--- src/verilog/uss_pkg_sync.sv ---
// constants for the synchronous-slave serial unit, and its input synchroniser
// assumes one system clock and a synchronous active-low reset
`timescale 1ns/1ns
`default_nettype none

package uss_pkg;
    localparam int DATA_W = 32;
    localparam int ADDR_W = 8;
    localparam int WORD_BITS = 8;
    localparam int CNT_W = 3;
    localparam logic [CNT_W-1:0] LAST_BIT = 3'h7;

    localparam logic [ADDR_W-1:0] OFF_CTRL     = 8'h00;
    localparam logic [ADDR_W-1:0] OFF_TXDATA   = 8'h04;
    localparam logic [ADDR_W-1:0] OFF_RXDATA   = 8'h08;
    localparam logic [ADDR_W-1:0] OFF_STATUS   = 8'h0C;
    localparam logic [ADDR_W-1:0] OFF_IRQ_STAT = 8'h10;
    localparam logic [ADDR_W-1:0] OFF_IRQ_CLR  = 8'h14;
    localparam logic [ADDR_W-1:0] OFF_IRQ_EN   = 8'h18;

    // control register fields
    localparam int CTRL_W     = 6;
    localparam int CTRL_SPEN  = 0;
    localparam int CTRL_SYNC  = 1;
    localparam int CTRL_SLAVE = 2;
    localparam int CTRL_TXEN  = 3;
    localparam int CTRL_CREN  = 4;
    localparam int CTRL_PERIPHERAL_IRQ_ENABLE  = 5;
    localparam logic [CTRL_W-1:0] CTRL_RESET = 6'h00;

    // status register fields
    localparam int ST_RX_COMPLETE_FLAG   = 0;
    localparam int ST_TX_BUFFER_EMPTY_FLAG   = 1;
    localparam int ST_OVR    = 2;
    localparam int ST_BUSY   = 3;
    localparam int ST_SLEEP  = 4;
    localparam int ST_ACTIVE = 5;

    // event bits, shared by irq status, clear and enable
    localparam int EV_W   = 3;
    localparam int EV_RX  = 0;
    localparam int EV_TX  = 1;
    localparam int EV_OVR = 2;
    localparam logic [EV_W-1:0] EV_RESET = 3'h0;

    localparam logic [1:0] RESP_OKAY   = 2'h0;
    localparam logic [1:0] RESP_SLVERR = 2'h2;

    typedef enum logic [1:0] {
        USS_TX_IDLE  = 2'h0,
        USS_TX_SHIFT = 2'h1
    } uss_tx_state_t;
endpackage : uss_pkg

module uss_sync #(
    parameter int W = 1
) (
    input  wire logic         clk,
    input  wire logic         rst_n,
    input  wire logic [W-1:0] d,
    output logic      [W-1:0] q
);
    logic [W-1:0] meta_reg;

    always_ff @(posedge clk) begin
        if (!rst_n) begin
            meta_reg <= '0;
            q        <= '0;
        end else begin
            meta_reg <= d;
            q        <= meta_reg;
        end
    end
endmodule : uss_sync

`default_nettype wire

--- src/verilog/uss_top.sv ---
// synchronous-slave serial unit with sleep operation, axi4-lite registers
// assumes an external master drives the shift clock, idle low, slow vs aclk
`timescale 1ns/1ns
`default_nettype none

// Function
// In sleep the unit keeps shifting only when set up as synchronous slave.
// In any other mode nothing is shifted, since those modes need the system clock.
// In slave mode both shift registers advance only on the external shift clock.
// Firmware sets up slave reception before sleeping.
// Firmware reads the receive buffer before sleeping, clearing the receive flag.
// Firmware sets the receive, peripheral and global enables if it wants an interrupt.
// In slave reception data and clock are taken from the lines driven by the master.
// A complete word sets the receive-complete flag, which wakes the processor.
// Firmware fills the transmit buffer before sleeping, clearing the transmit flag.
// Firmware sets the transmit and peripheral enables to wake on transmission.
// In slave transmission the unit drives its shift data on the data line.
// After the last bit the buffered byte moves to the shifter and the flag sets.
// The buffer then takes a new character and writing it clears the flag.
// The transmit flag is read-only and set while enabled with the buffer empty.
// A set flag with its enable raises a wake request whether or not clocks run.
// Flags set in sleep are stable on wake and no flag event is lost.
module uss_top
    import uss_pkg::*;
(
    input  wire logic              aclk,
    input  wire logic              aresetn,
    input  wire logic [ADDR_W-1:0] s_axi_awaddr,
    input  wire logic              s_axi_awvalid,
    output logic                   s_axi_awready,
    input  wire logic [DATA_W-1:0] s_axi_wdata,
    input  wire logic [3:0]        s_axi_wstrb,
    input  wire logic              s_axi_wvalid,
    output logic                   s_axi_wready,
    output logic      [1:0]        s_axi_bresp,
    output logic                   s_axi_bvalid,
    input  wire logic              s_axi_bready,
    input  wire logic [ADDR_W-1:0] s_axi_araddr,
    input  wire logic              s_axi_arvalid,
    output logic                   s_axi_arready,
    output logic      [DATA_W-1:0] s_axi_rdata,
    output logic      [1:0]        s_axi_rresp,
    output logic                   s_axi_rvalid,
    input  wire logic              s_axi_rready,
    input  wire logic              sys_sleep,
    input  wire logic              serial_clock_line,
    input  wire logic              serial_data_line_in,
    output logic                   serial_data_line_out,
    output logic                   serial_data_line_oe_n,
    output logic                   wake_req,
    output logic                   irq
);
    function automatic logic reg_hit(input logic [ADDR_W-1:0] a,
                                     input logic [ADDR_W-1:0] off);
        reg_hit = (a[ADDR_W-1:2] == off[ADDR_W-1:2]);
    endfunction : reg_hit

    function automatic logic reg_mapped(input logic [ADDR_W-1:0] a);
        reg_mapped = reg_hit(a, OFF_CTRL) || reg_hit(a, OFF_TXDATA) ||
                     reg_hit(a, OFF_RXDATA) || reg_hit(a, OFF_STATUS) ||
                     reg_hit(a, OFF_IRQ_STAT) || reg_hit(a, OFF_IRQ_CLR) ||
                     reg_hit(a, OFF_IRQ_EN);
    endfunction : reg_mapped

    logic                  sleep_s;
    logic                  sck_s;
    logic                  sdi_s;
    logic                  sck_prev_reg;
    logic                  sck_fall;
    logic [CTRL_W-1:0]     ctrl_reg;
    logic [EV_W-1:0]       irq_stat_reg;
    logic [EV_W-1:0]       irq_en_reg;
    logic                  mode_slave;
    logic                  rx_on;
    logic                  tx_on;
    logic [WORD_BITS-1:0]  rx_shift_reg;
    logic [WORD_BITS-1:0]  rx_word;
    logic [CNT_W-1:0]      rx_cnt_reg;
    logic [WORD_BITS-1:0]  rx_buf_reg;
    logic                  rx_flag_reg;
    logic                  rx_done;
    logic                  rx_accept;
    logic                  rx_ovr;
    logic                  rx_read;
    logic [WORD_BITS-1:0]  hold_reg;
    logic                  hold_full_reg;
    logic [WORD_BITS-1:0]  tsr_reg;
    logic [CNT_W-1:0]      tx_cnt_reg;
    uss_tx_state_t         tx_state_reg;
    logic                  tx_xfer;
    logic                  tx_write;
    logic                  tx_empty_flag;
    logic                  oe_n_reg;
    logic                  wake_reg;
    logic                  aw_got_reg;
    logic                  w_got_reg;
    logic [ADDR_W-1:0]     awaddr_reg;
    logic [DATA_W-1:0]     wdata_reg;
    logic [3:0]            wstrb_reg;
    logic                  bvalid_reg;
    logic [1:0]            bresp_reg;
    logic                  rvalid_reg;
    logic [1:0]            rresp_reg;
    logic [DATA_W-1:0]     rdata_reg;
    logic [DATA_W-1:0]     rd_data;
    logic                  do_write;
    logic                  ar_hs;
    logic                  wr_lane;

    // pins pass two flip-flops
    uss_sync #(.W(3)) u_sync (
        .clk   (aclk),
        .rst_n (aresetn),
        .d     ({sys_sleep, serial_clock_line, serial_data_line_in}),
        .q     ({sleep_s, sck_s, sdi_s})
    );

    always_ff @(posedge aclk) begin
        if (!aresetn) begin
            sck_prev_reg <= 1'b0;
        end else begin
            sck_prev_reg <= sck_s;
        end
    end

    // external clock edges only
    assign sck_fall = sck_prev_reg & ~sck_s;

    // slave mode keeps running in sleep
    // other modes never shift here
    assign mode_slave = ctrl_reg[CTRL_SPEN] & ctrl_reg[CTRL_SYNC] & ctrl_reg[CTRL_SLAVE];
    assign rx_on      = mode_slave & ctrl_reg[CTRL_CREN];
    assign tx_on      = mode_slave & ctrl_reg[CTRL_TXEN] & ~ctrl_reg[CTRL_CREN];

    // axi write channel
    assign s_axi_awready = ~aw_got_reg & ~bvalid_reg;
    assign s_axi_wready  = ~w_got_reg & ~bvalid_reg;
    assign do_write      = aw_got_reg & w_got_reg & ~bvalid_reg;
    assign wr_lane       = do_write & wstrb_reg[0];
    assign s_axi_bvalid  = bvalid_reg;
    assign s_axi_bresp   = bresp_reg;

    always_ff @(posedge aclk) begin
        if (!aresetn) begin
            aw_got_reg <= 1'b0;
            awaddr_reg <= 8'h00;
        end else if (s_axi_awvalid && s_axi_awready) begin
            aw_got_reg <= 1'b1;
            awaddr_reg <= s_axi_awaddr;
        end else if (do_write) begin
            aw_got_reg <= 1'b0;
        end
    end

    always_ff @(posedge aclk) begin
        if (!aresetn) begin
            w_got_reg <= 1'b0;
            wdata_reg <= 32'h0000_0000;
            wstrb_reg <= 4'h0;
        end else if (s_axi_wvalid && s_axi_wready) begin
            w_got_reg <= 1'b1;
            wdata_reg <= s_axi_wdata;
            wstrb_reg <= s_axi_wstrb;
        end else if (do_write) begin
            w_got_reg <= 1'b0;
        end
    end

    always_ff @(posedge aclk) begin
        if (!aresetn) begin
            bvalid_reg <= 1'b0;
            bresp_reg  <= RESP_OKAY;
        end else if (do_write) begin
            bvalid_reg <= 1'b1;
            bresp_reg  <= reg_mapped(awaddr_reg) ? RESP_OKAY : RESP_SLVERR;
        end else if (s_axi_bready) begin
            bvalid_reg <= 1'b0;
        end
    end

    always_ff @(posedge aclk) begin
        if (!aresetn) begin
            ctrl_reg   <= CTRL_RESET;
            irq_en_reg <= EV_RESET;
        end else if (wr_lane && reg_hit(awaddr_reg, OFF_CTRL)) begin
            ctrl_reg <= wdata_reg[CTRL_W-1:0];
        end else if (wr_lane && reg_hit(awaddr_reg, OFF_IRQ_EN)) begin
            irq_en_reg <= wdata_reg[EV_W-1:0];
        end
    end

    // axi read channel
    assign s_axi_arready = ~rvalid_reg;
    assign ar_hs         = s_axi_arvalid & ~rvalid_reg;
    assign rx_read       = ar_hs & reg_hit(s_axi_araddr, OFF_RXDATA);
    assign s_axi_rvalid  = rvalid_reg;
    assign s_axi_rresp   = rresp_reg;
    assign s_axi_rdata   = rdata_reg;

    always_comb begin
        rd_data = 32'h0000_0000;
        if (reg_hit(s_axi_araddr, OFF_CTRL)) begin
            rd_data[CTRL_W-1:0] = ctrl_reg;
        end else if (reg_hit(s_axi_araddr, OFF_RXDATA)) begin
            rd_data[WORD_BITS-1:0] = rx_buf_reg;
        end else if (reg_hit(s_axi_araddr, OFF_STATUS)) begin
            rd_data[ST_RX_COMPLETE_FLAG]   = rx_flag_reg;
            rd_data[ST_TX_BUFFER_EMPTY_FLAG]   = tx_empty_flag;
            rd_data[ST_OVR]    = irq_stat_reg[EV_OVR];
            rd_data[ST_BUSY]   = (tx_state_reg == USS_TX_SHIFT);
            rd_data[ST_SLEEP]  = sleep_s;
            rd_data[ST_ACTIVE] = mode_slave;
        end else if (reg_hit(s_axi_araddr, OFF_IRQ_STAT)) begin
            rd_data[EV_W-1:0] = irq_stat_reg;
        end else if (reg_hit(s_axi_araddr, OFF_IRQ_EN)) begin
            rd_data[EV_W-1:0] = irq_en_reg;
        end
    end

    always_ff @(posedge aclk) begin
        if (!aresetn) begin
            rvalid_reg <= 1'b0;
            rresp_reg  <= RESP_OKAY;
            rdata_reg  <= 32'h0000_0000;
        end else if (ar_hs) begin
            rvalid_reg <= 1'b1;
            rresp_reg  <= reg_mapped(s_axi_araddr) ? RESP_OKAY : RESP_SLVERR;
            rdata_reg  <= rd_data;
        end else if (s_axi_rready) begin
            rvalid_reg <= 1'b0;
        end
    end

    // receive shifter
    assign rx_word   = {sdi_s, rx_shift_reg[WORD_BITS-1:1]};
    assign rx_done   = rx_on & sck_fall & (rx_cnt_reg == LAST_BIT);
    assign rx_accept = rx_done & (~rx_flag_reg | rx_read);
    assign rx_ovr    = rx_done & ~rx_accept;

    always_ff @(posedge aclk) begin
        if (!aresetn) begin
            rx_shift_reg <= 8'h00;
            rx_cnt_reg   <= 3'h0;
        end else if (!rx_on) begin
            rx_cnt_reg <= 3'h0;
        // data sampled from the line
        end else if (sck_fall) begin
            rx_shift_reg <= rx_word;
            rx_cnt_reg   <= rx_cnt_reg + 3'h1;
        end
    end

    // word complete sets the flag
    // set wins over the read clear
    always_ff @(posedge aclk) begin
        if (!aresetn) begin
            rx_buf_reg  <= 8'h00;
            rx_flag_reg <= 1'b0;
        end else if (rx_accept) begin
            rx_buf_reg  <= rx_word;
            rx_flag_reg <= 1'b1;
        end else if (rx_read) begin
            rx_flag_reg <= 1'b0;
        end
    end

    // transmit holding buffer
    assign tx_write      = wr_lane & reg_hit(awaddr_reg, OFF_TXDATA);
    // flag follows enable and empty buffer
    assign tx_empty_flag = ctrl_reg[CTRL_TXEN] & ~hold_full_reg;
    assign tx_xfer       = hold_full_reg & mode_slave & ctrl_reg[CTRL_TXEN] &
                           ((tx_state_reg == USS_TX_IDLE) ||
                            (tx_on && sck_fall && tx_cnt_reg == LAST_BIT));

    // write refills buffer, clearing the flag
    always_ff @(posedge aclk) begin
        if (!aresetn) begin
            hold_reg      <= 8'h00;
            hold_full_reg <= 1'b0;
        end else if (tx_write) begin
            hold_reg      <= wdata_reg[WORD_BITS-1:0];
            hold_full_reg <= 1'b1;
        end else if (tx_xfer) begin
            hold_full_reg <= 1'b0;
        end
    end

    // reload shifter after last bit
    always_ff @(posedge aclk) begin
        if (!aresetn) begin
            tsr_reg      <= 8'h00;
            tx_cnt_reg   <= 3'h0;
            tx_state_reg <= USS_TX_IDLE;
        end else if (tx_xfer) begin
            tsr_reg      <= hold_reg;
            tx_cnt_reg   <= 3'h0;
            tx_state_reg <= USS_TX_SHIFT;
        end else begin
            unique case (tx_state_reg)
                USS_TX_IDLE: begin
                    tx_cnt_reg <= 3'h0;
                end
                USS_TX_SHIFT: begin
                    if (!mode_slave || !ctrl_reg[CTRL_TXEN]) begin
                        tx_state_reg <= USS_TX_IDLE;
                    // shifted by the master's clock
                    end else if (tx_on && sck_fall) begin
                        tsr_reg    <= {1'b0, tsr_reg[WORD_BITS-1:1]};
                        tx_cnt_reg <= tx_cnt_reg + 3'h1;
                        if (tx_cnt_reg == LAST_BIT) begin
                            tx_state_reg <= USS_TX_IDLE;
                        end
                    end
                end
            endcase
        end
    end

    // drive data while shifting out
    always_ff @(posedge aclk) begin
        if (!aresetn) begin
            oe_n_reg <= 1'b1;
        end else begin
            oe_n_reg <= ~(tx_on && tx_state_reg == USS_TX_SHIFT);
        end
    end

    assign serial_data_line_out  = tsr_reg[0];
    assign serial_data_line_oe_n = oe_n_reg;

    // sticky events, write-one clear, set wins
    always_ff @(posedge aclk) begin
        if (!aresetn) begin
            irq_stat_reg <= EV_RESET;
        end else begin
            irq_stat_reg <= (irq_stat_reg &
                             ~((wr_lane && reg_hit(awaddr_reg, OFF_IRQ_CLR)) ?
                               wdata_reg[EV_W-1:0] : EV_RESET)) |
                            {rx_ovr, tx_xfer, rx_accept};
        end
    end

    assign irq = |(irq_stat_reg & irq_en_reg);

    // wake from flags and enables
    always_ff @(posedge aclk) begin
        if (!aresetn) begin
            wake_reg <= 1'b0;
        end else begin
            wake_reg <= ctrl_reg[CTRL_PERIPHERAL_IRQ_ENABLE] &
                        ((rx_flag_reg & irq_en_reg[EV_RX]) |
                         (tx_empty_flag & irq_en_reg[EV_TX]));
        end
    end

    assign wake_req = wake_reg;
endmodule : uss_top

`default_nettype wire

--- config.mk ---
export PLATFORM = sky130hd
export DESIGN_NAME = uss_top
export DESIGN_NICKNAME = d
export VERILOG_FILES = /design/src/verilog/uss_pkg_sync.sv /design/src/verilog/uss_top.sv
export SDC_FILE = /design/constraint.sdc
export NUM_CORES = 1
export LEC_CHECK = 0
export BUFFER_PORTS_ARGS = -buffer_cell sky130_fd_sc_hd__buf_2
export CAP_MARGIN = 0
export CORE_AREA = 4 4 90 92
export DETAILED_ROUTE_END_ITERATION = 10
export DIE_AREA = 0 0 94 96
export PLACE_DENSITY_LB_ADDON = 0.08
export SLEW_MARGIN = 15
export SYNTH_ARGS = -nofsm -noshare
export SYNTH_HDL_FRONTEND = slang
export SYNTH_SLANG_ARGS = --single-unit
--- constraint.sdc ---
create_clock -name aclk -period 5.8 [get_ports aclk]
set_clock_uncertainty 0.05 [all_clocks]
set_input_delay 0.29 -clock aclk [delete_from_list [all_inputs] [get_ports aclk]]
set_output_delay 0.29 -clock aclk [all_outputs]
set_load 0.01 [all_outputs]
==> impl_metrics.csv, run 1 <==
group,metric,value,unit
outcome,status,"completed",
floorplan,start_util,55.64,%
placement,dp_cells,554,
cts,cts_resized,0,
cts,cts-root-buf,"clkbuf_8",
setup_path,critPathSlowestCell,"and3_1",
global_route,grt_pass1_vias,2708,
synthesis,ys_ff_latch,90,
timing,fmaxAchievable,479.3,MHz
synthesis,synth_area_leader_cell,"dfxtp_1",
drt,ant_nets,0,
power_and_ir_drop,leakage,1.738,nW
timing,finalMaxSlewViolations,0,
floorplan,core_area,7214,um2
floorplan,die_w,94,um
power_and_ir_drop,powerDensity,263.0,nW/um2
floorplan,die_y,96,um
cts,clk_pin_slew_worst_paths,0.09,ns
finish,final_common_cell,"dfxtp_1",
timing,slew_headroom,37.82,%
global_route,antenna_found_initial,0,
drt,drt-initial-drc-count,136,
synthesis,syn_area,4014,um2
synthesis,syn-mean-instance-area,9.313,um2
drt,wire_per_inst,13.06,um
setup_path,critPathCapture,"rx_buf_reg[3]",
drt,viasPerCell,5.084,
timing,worst_pin_slew,0.9327,ns
setup_path,r2r_cells,4,
setup_path,worstSetupPathType,"reg2reg",
synthesis,ys_top_cells_by_area,"dfxtp_1 (45%), mux2i_1 (11%), nand2_1 (5.7%), nor2b_1 (5.3%), buf_4 (5.0%)",
cts,cts_tree,"yes",
synthesis,synth_cells,431,
global_route,grt_pass1_wl,12620,um
timing,rsz0062_at_grt,"no",
synthesis,synthArstFlopShare,0,%
floorplan,rows,31,
worst_hold_path,min_path_type,"in2reg",
setup_path,r2r-start,"u_sync.q[1]",
drt,route.detailed.drc,0,
synthesis,synth_top_area_share,44.89,%
drt,drt_wl_total,7442,um
setup_path,critPathMaxFanout,9,
placement,gp_congestion,0.8453,
setup_path,r2r-end,"rx_buf_reg[3]",
finish,mostFrequentLayoutCells,"dfxtp_1 (90), nand2_1 (61), buf_2 (49), mux2i_1 (45), nor2b_1 (34)",
finish,final_area,4380,um2
setup_path,slowest_delay,0.56,ns
setup_path,arrival,2.31,ns
floorplan,pin_count,107,
timing,setup_viol,0,
finish,nets,532,
finish,area_growth,9.133,%
global_route,grt_max_degree,95,
setup_path,required,6.03,ns
synthesis,synth_warnings,0,
placement,post_dp_cell_area,4184,um2
timing,period_share,35.97,%
synthesis,synth_edf_count,0,
setup_path,path_cells,"nand2b_1 > nor2_2 > and3_1 > mux2i_1",
global_route,gr-usage-all-layers,17.65,%
setup_path,rrSetupSlack,3.71,ns
cts,numClockSinks,90,
cts,clockBufferDepth,2,
placement,hpwl,5235,um
floorplan,die_area,9024,um2
drt,num_vias,2898,
finish,fin_cells,570,
setup_path,worstSetupEndpointType,"register",
finish,antenna_cells,0,
setup_path,start_kind,"register",
synthesis,synth_flop_cell,"dfxtp_1",
cts,cts_hold_buffers,0,
synthesis,yosysSeqAreaShare,44.89,%
timing,fin_crit,2.086,ns
power_and_ir_drop,irDropWorstVdd,0.1874,mV
timing,hold_viol,0,
cts,post-cts-setup-buffers,0,
global_route,grt_overflow,0,
cts,h-tree-depth,3,
setup_path,setup.worst_path.start,"u_sync.q[1]",
cts,clk_latency,0.35,ns
job,cap_violations,0,
placement,numPortBuffers,49,
synthesis,synth_cell_types,46,
timing,setup-tns-final,0,ns
finish,drive_above_1_share,15.50,%
cts,cts_made_buffers,9,
drt,dr.pass1.iters,4,
==> how the worst min path moves through the flow <==
| stage | start | end | slack, ns | cells after the start |
|---|---|---|---|---|
| after floorplan | u_sync.meta_reg[0] | u_sync.q[0] | 0.36 | 1 |
| after global placement | u_sync.meta_reg[0] | u_sync.q[0] | 0.36 | 1 |
| after detailed placement | u_sync.meta_reg[1] | u_sync.q[1] | 0.37 | 1 |
| after CTS | sys_sleep | u_sync.meta_reg[2] | 0.08 | 2 |
| after global routing | serial_clock_line | u_sync.meta_reg[1] | 0.07 | 2 |
| final | sys_sleep | u_sync.meta_reg[2] | 0.09 | 2 |
==> Yosys cell counts (all sizes together), types with 2 or more instances <==
cell type  instances
dfxtp             90
nand2             61
mux2i             45
nor2b             34
buf               28
clkbuf            23
o21ai             18
a21boi            16
nor2              13
and2              11
nand3             10
a31oi              8
a21oi              7
a211oi             6
inv                6
nand2b             5
nor3               5
nor3b              5
ha                 4
a221oi             3
nand4              3
nand4bb            3
o21a               3
or4                3
and3               2
and3b              2
o211a              2
or3                2
or4b               2
xor2               2
==> metrics by stage <==
step / hold slack [ns] / worst slack, ns / total power [mW] / util [%]
after floorplan: 0.3619 / 3.902 / 0.7302 / -
after global placement: 0.3648 / 3.642 / 0.7434 / 58.00
after detailed placement: 0.3692 / 3.620 / 0.7452 / 58.00
after CTS: 0.07750 / 3.693 / 1.161 / 60.72
after global routing: 0.07326 / 3.527 / 1.208 / 60.72
final: 0.08633 / 3.714 / 1.152 / 60.72
==> cell type report <==
type                            count  area, um2
Clock inverter                      4      51.30
Sequential cell                    90       1802
Timing Repair Buffer               50      252.7
Clock buffer                       12      145.1
Fill cell                         668       2834
Multi-Input combinational cell    309       1983
Inverter                            6      22.52
Tap cell                           99      123.9
==> per-layer routing <==
layer	share of wire [%]	global-route usage, %	wire length, um	vias to the layer above
met2	46	27.44	3401	64
li1	-	-	-	1499
met1	48	23.58	3592	1325
met3	4.6	4.300	344	10
met4	1.4	7.220	103	0
met5	0	0	0	-
==> worst max-delay path: cells and delay by family, from the launching register on <==
family / cells / cell delay (ns)
and+or+nand+nor: 3 / 1.39
DFF: 1 / 0.34
muxes: 1 / 0.23
==> cells by family after synthesis <==
family / synth area share (%)
XOR/XNOR: 0.4365
flip-flops: 44.89
other: 0.09343
multiplexers: 11.22
AND/OR/NAND/NOR: 22.29
buffers and inverters: 8.042
adder cells (fa/ha/maj): 1.247
AO/OA/AOI/OAI: 11.78
==> power by group <==
| group | internal [mW] | switching (mW) | leakage, nW | total (mW) |
|---|---|---|---|---|
| Combinational | 0.0352 | 0.0487 | 0.910 | 0.0839 |
| Clock | 0.211 | 0.211 | 0.0966 | 0.422 |
| Sequential | 0.632 | 0.0140 | 0.731 | 0.646 |
| Total | 0.879 | 0.273 | 1.74 | 1.15 |
No activity file was read; power rests on OpenSTA's default activity.
==> run 2, diff against run 1 <==
--- a/config.mk
+++ b/config.mk
@@ -5,11 +5,12 @@
 export SDC_FILE = /design/constraint.sdc
 export NUM_CORES = 1
 export LEC_CHECK = 0
+export ABC_AREA = 1
 export BUFFER_PORTS_ARGS = -buffer_cell sky130_fd_sc_hd__buf_2
 export CAP_MARGIN = 0
-export CORE_AREA = 4 4 90 92
+export CORE_AREA = 4 4 98 100
 export DETAILED_ROUTE_END_ITERATION = 10
-export DIE_AREA = 0 0 94 96
+export DIE_AREA = 0 0 102 104
 export PLACE_DENSITY_LB_ADDON = 0.08
 export SLEW_MARGIN = 15
 export SYNTH_ARGS = -nofsm -noshare
==> constraint.sdc (replaced) <==
create_clock -name aclk -period 1.8 [get_ports aclk]
set_clock_uncertainty 0.05 [all_clocks]
set_input_delay 0.09 -clock aclk [delete_from_list [all_inputs] [get_ports aclk]]
set_output_delay 0.09 -clock aclk [all_outputs]
set_load 0.01 [all_outputs]
==> run 2 against run 1 <==
- wire length is 24% higher
- combinational power grew to 4.2 times the previous value
- synthesized area is 0.22% lower
- critical path depth is 6 higher
- power grew to 3.4 times the previous value
- worst setup slack worse by 3.5 ns
- die area is 18% higher
- hold slack worse by 0.065 ns
- sequential share of layout area is 2.9 points lower
- cell area is 7.6% higher
==> impl_metrics.csv, run 2 <==
group,metric,value,unit
floorplan,core_area,8678,um2
drt,wire_per_inst,13.06,um
synthesis,ys_ff_latch,90,
cts,cts_made_buffers,9,
synthesis,synth_flop_cell,"dfxtp_1",
setup_path,worstSetupPathType,"reg2reg",
placement,hpwl,6632,um
timing,setup_viol,0,
floorplan,die_area,10610,um2
synthesis,synth_edf_count,0,
drt,num_vias,3440,
cts,h-tree-depth,3,
setup_path,arrival,1.77,ns
timing,worst_pin_slew,0.5610,ns
synthesis,synth_area_leader_cell,"dfxtp_1",
synthesis,yosysMostFrequentCell,"dfxtp_1",
drt,drt-initial-drc-count,150,
outcome,status,"completed",
setup_path,path_cells,"inv_2 > nand2_1 > nor2_1 > nand2_1 > nand2_1 > nand2_4 > inv_4 > nand3_1 > nand2_1 > inv_1",
global_route,antenna_found_initial,0,
timing,finalMaxSlewViolations,0,
cts,clk_pin_slew_worst_paths,0.09,ns
global_route,grt_max_degree,25,
finish,mostFrequentLayoutCells,"dfxtp_1 (90), nand2_1 (82), a21oi_1 (70), inv_1 (55), buf_2 (49)",
finish,regArea,1802,um2
synthesis,synth_common_cells,"dfxtp_1 (90), nand2_1 (82), a21oi_1 (70), inv_1 (55), nand3_1 (42)",
setup_path,worstSetupEndpointType,"register",
drt,ant_nets,0,
cts,post-cts-setup-buffers,0,
synthesis,syn_area,4005,um2
timing,fmaxAchievable,643.0,MHz
synthesis,synth_cell_types,34,
cts,clockBufferDepth,2,
synthesis,synth_top_area_share,44.99,%
timing,hold_viol,0,
finish,final_area,4715,um2
synthesis,synthArstFlopShare,0,%
setup_path,start_kind,"register",
floorplan,start_util,46.15,%
drt,drt_wl_total,9207,um
placement,numPortBuffers,49,
finish,fill_cells,859,
placement,dp_cells,667,
cts,clk_latency,0.36,ns
setup_path,critPathSlowestCell,"dfxtp_1",
floorplan,die_y,104,um
drt,dr.pass1.iters,4,
power_and_ir_drop,leakage,2.052,nW
global_route,grt_pass1_vias,3237,
synthesis,yosysSeqAreaShare,44.99,%
timing,fin_crit,1.555,ns
drt,route.detailed.drc,0,
finish,drive_above_1_share,17.92,%
finish,area_growth,17.71,%
finish,fin_cells,705,
setup_path,required,2.02,ns
finish,nets,658,
timing,period_share,86.40,%
synthesis,synth_mux_area_share,0,%
cts,cts_resized,0,
global_route,grt_pass1_wl,15630,um
finish,antenna_cells,0,
cts,cts_tree,"yes",
floorplan,die_w,102,um
finish,final_common_cell,"dfxtp_1",
floorplan,rows,34,
global_route,grt_overflow,0,
synthesis,synth_xor_area_share,0.2187,%
setup_path,crit_top_cell,"nand2_1",
setup_path,slowest_delay,0.33,ns
finish,multi_input_comb_area,1812,um2
global_route,gr-usage-all-layers,18.39,%
synthesis,synth_warnings,0,
floorplan,pin_count,107,
job,cap_violations,0,
worst_hold_path,min_path_type,"in2reg",
synthesis,synth_compound_area_share,16.53,%
power_and_ir_drop,powerDensity,841.6,nW/um2
placement,post_dp_cell_area,4274,um2
setup_path,rrSetupSlack,0.24,ns
power_and_ir_drop,irDropWorstVdd,0.4382,mV
synthesis,synth_cells,518,
timing,slew_headroom,62.51,%
synthesis,syn-mean-instance-area,7.732,um2
placement,gp_congestion,0.8325,
drt,viasPerCell,4.879,
synthesis,synth_top_family_by_area,"simple AND/OR/NAND/NOR gates",
cts,cts-root-buf,"clkbuf_8",
cts,numClockSinks,90,
synthesis,ys_top_cells_by_area,"dfxtp_1 (45%), a21oi_1 (8.7%), nand2_1 (7.7%), nand3_1 (5.2%), inv_1 (5.2%)",
timing,rsz0062_at_grt,"no",
synthesis,yosys.area_share.simple,24.80,%
setup_path,critPathMaxFanout,9,
synthesis,synth_adder_area_share,1.250,%
timing,setup-tns-final,0,ns
[run 2: critical path, delay by kind of cell (launching register included)]
family        cells  cell delay (ns)
simple gates      7             0.90
flops             1             0.33
buf+inv           3             0.19
[run 2: repair_timing]
item,4_1_cts,5_1_grt
hold buffers,22,0
endpoints found under the hold margin,20,0
endpoints found under the setup margin,0,0
[run 2: through the flow]
stage	util (%)	hold WS, ns	total power [mW]	setup WS (ns)
3_3_place_gp	49.25	0.2228	2.429	0.2712
4_1_cts	54.33	0.008303	4.004	0.2096
5_1_grt	54.33	0.01156	4.154	0.00009726
6_report	54.33	0.02114	3.968	0.2447
3_5_place_dp	49.25	0.2270	2.436	0.2393
2_1_floorplan	-	0.1376	2.365	0.4739
[run 2: logic make-up after synthesis]
family                   count (synthesis)
adder cells (fa/ha/maj)                  4
AO/OA/AOI/OAI                          127
flip-flops                              90
buffers and inverters                  102
AND/OR/NAND/NOR                        193
other                                    1
XOR/XNOR                                 1
[run 2: report_power, final]
group / switching [mW] / internal, mW
clock network: 0.718 / 0.822
registers: 0.0290 / 2.04
logic: 0.228 / 0.128
[run 2: layer usage]
layer	share of wire, %	track usage [%]	vias up
met5	0	0	-
met4	1.6	6.935	0
met3	5.3	3.622	14
met2	45	27.02	77
met1	49	26.42	1555
li1	-	-	1794
[run 2: path summary, 6_finish.rpt]
kind / depth (start not counted) / endpoint / startpoint
hold reg to reg: 2 / u_sync.q[1] / u_sync.meta_reg[1]
setup / recovery: 10 / tsr_reg[3] / u_sync.q[1]
hold / removal: 3 / u_sync.q[1] / aresetn
setup reg to reg: 10 / tsr_reg[3] / u_sync.q[1]
[run 2: cell type report]
cell class	instances	share of cell area, %
Inverter	64	5.149
Sequential cell	90	38.22
Multi-Input combinational cell	351	38.43
Clock buffer	12	3.079
Clock inverter	4	1.592
Tap cell	108	2.866
Timing Repair Buffer	76	10.67
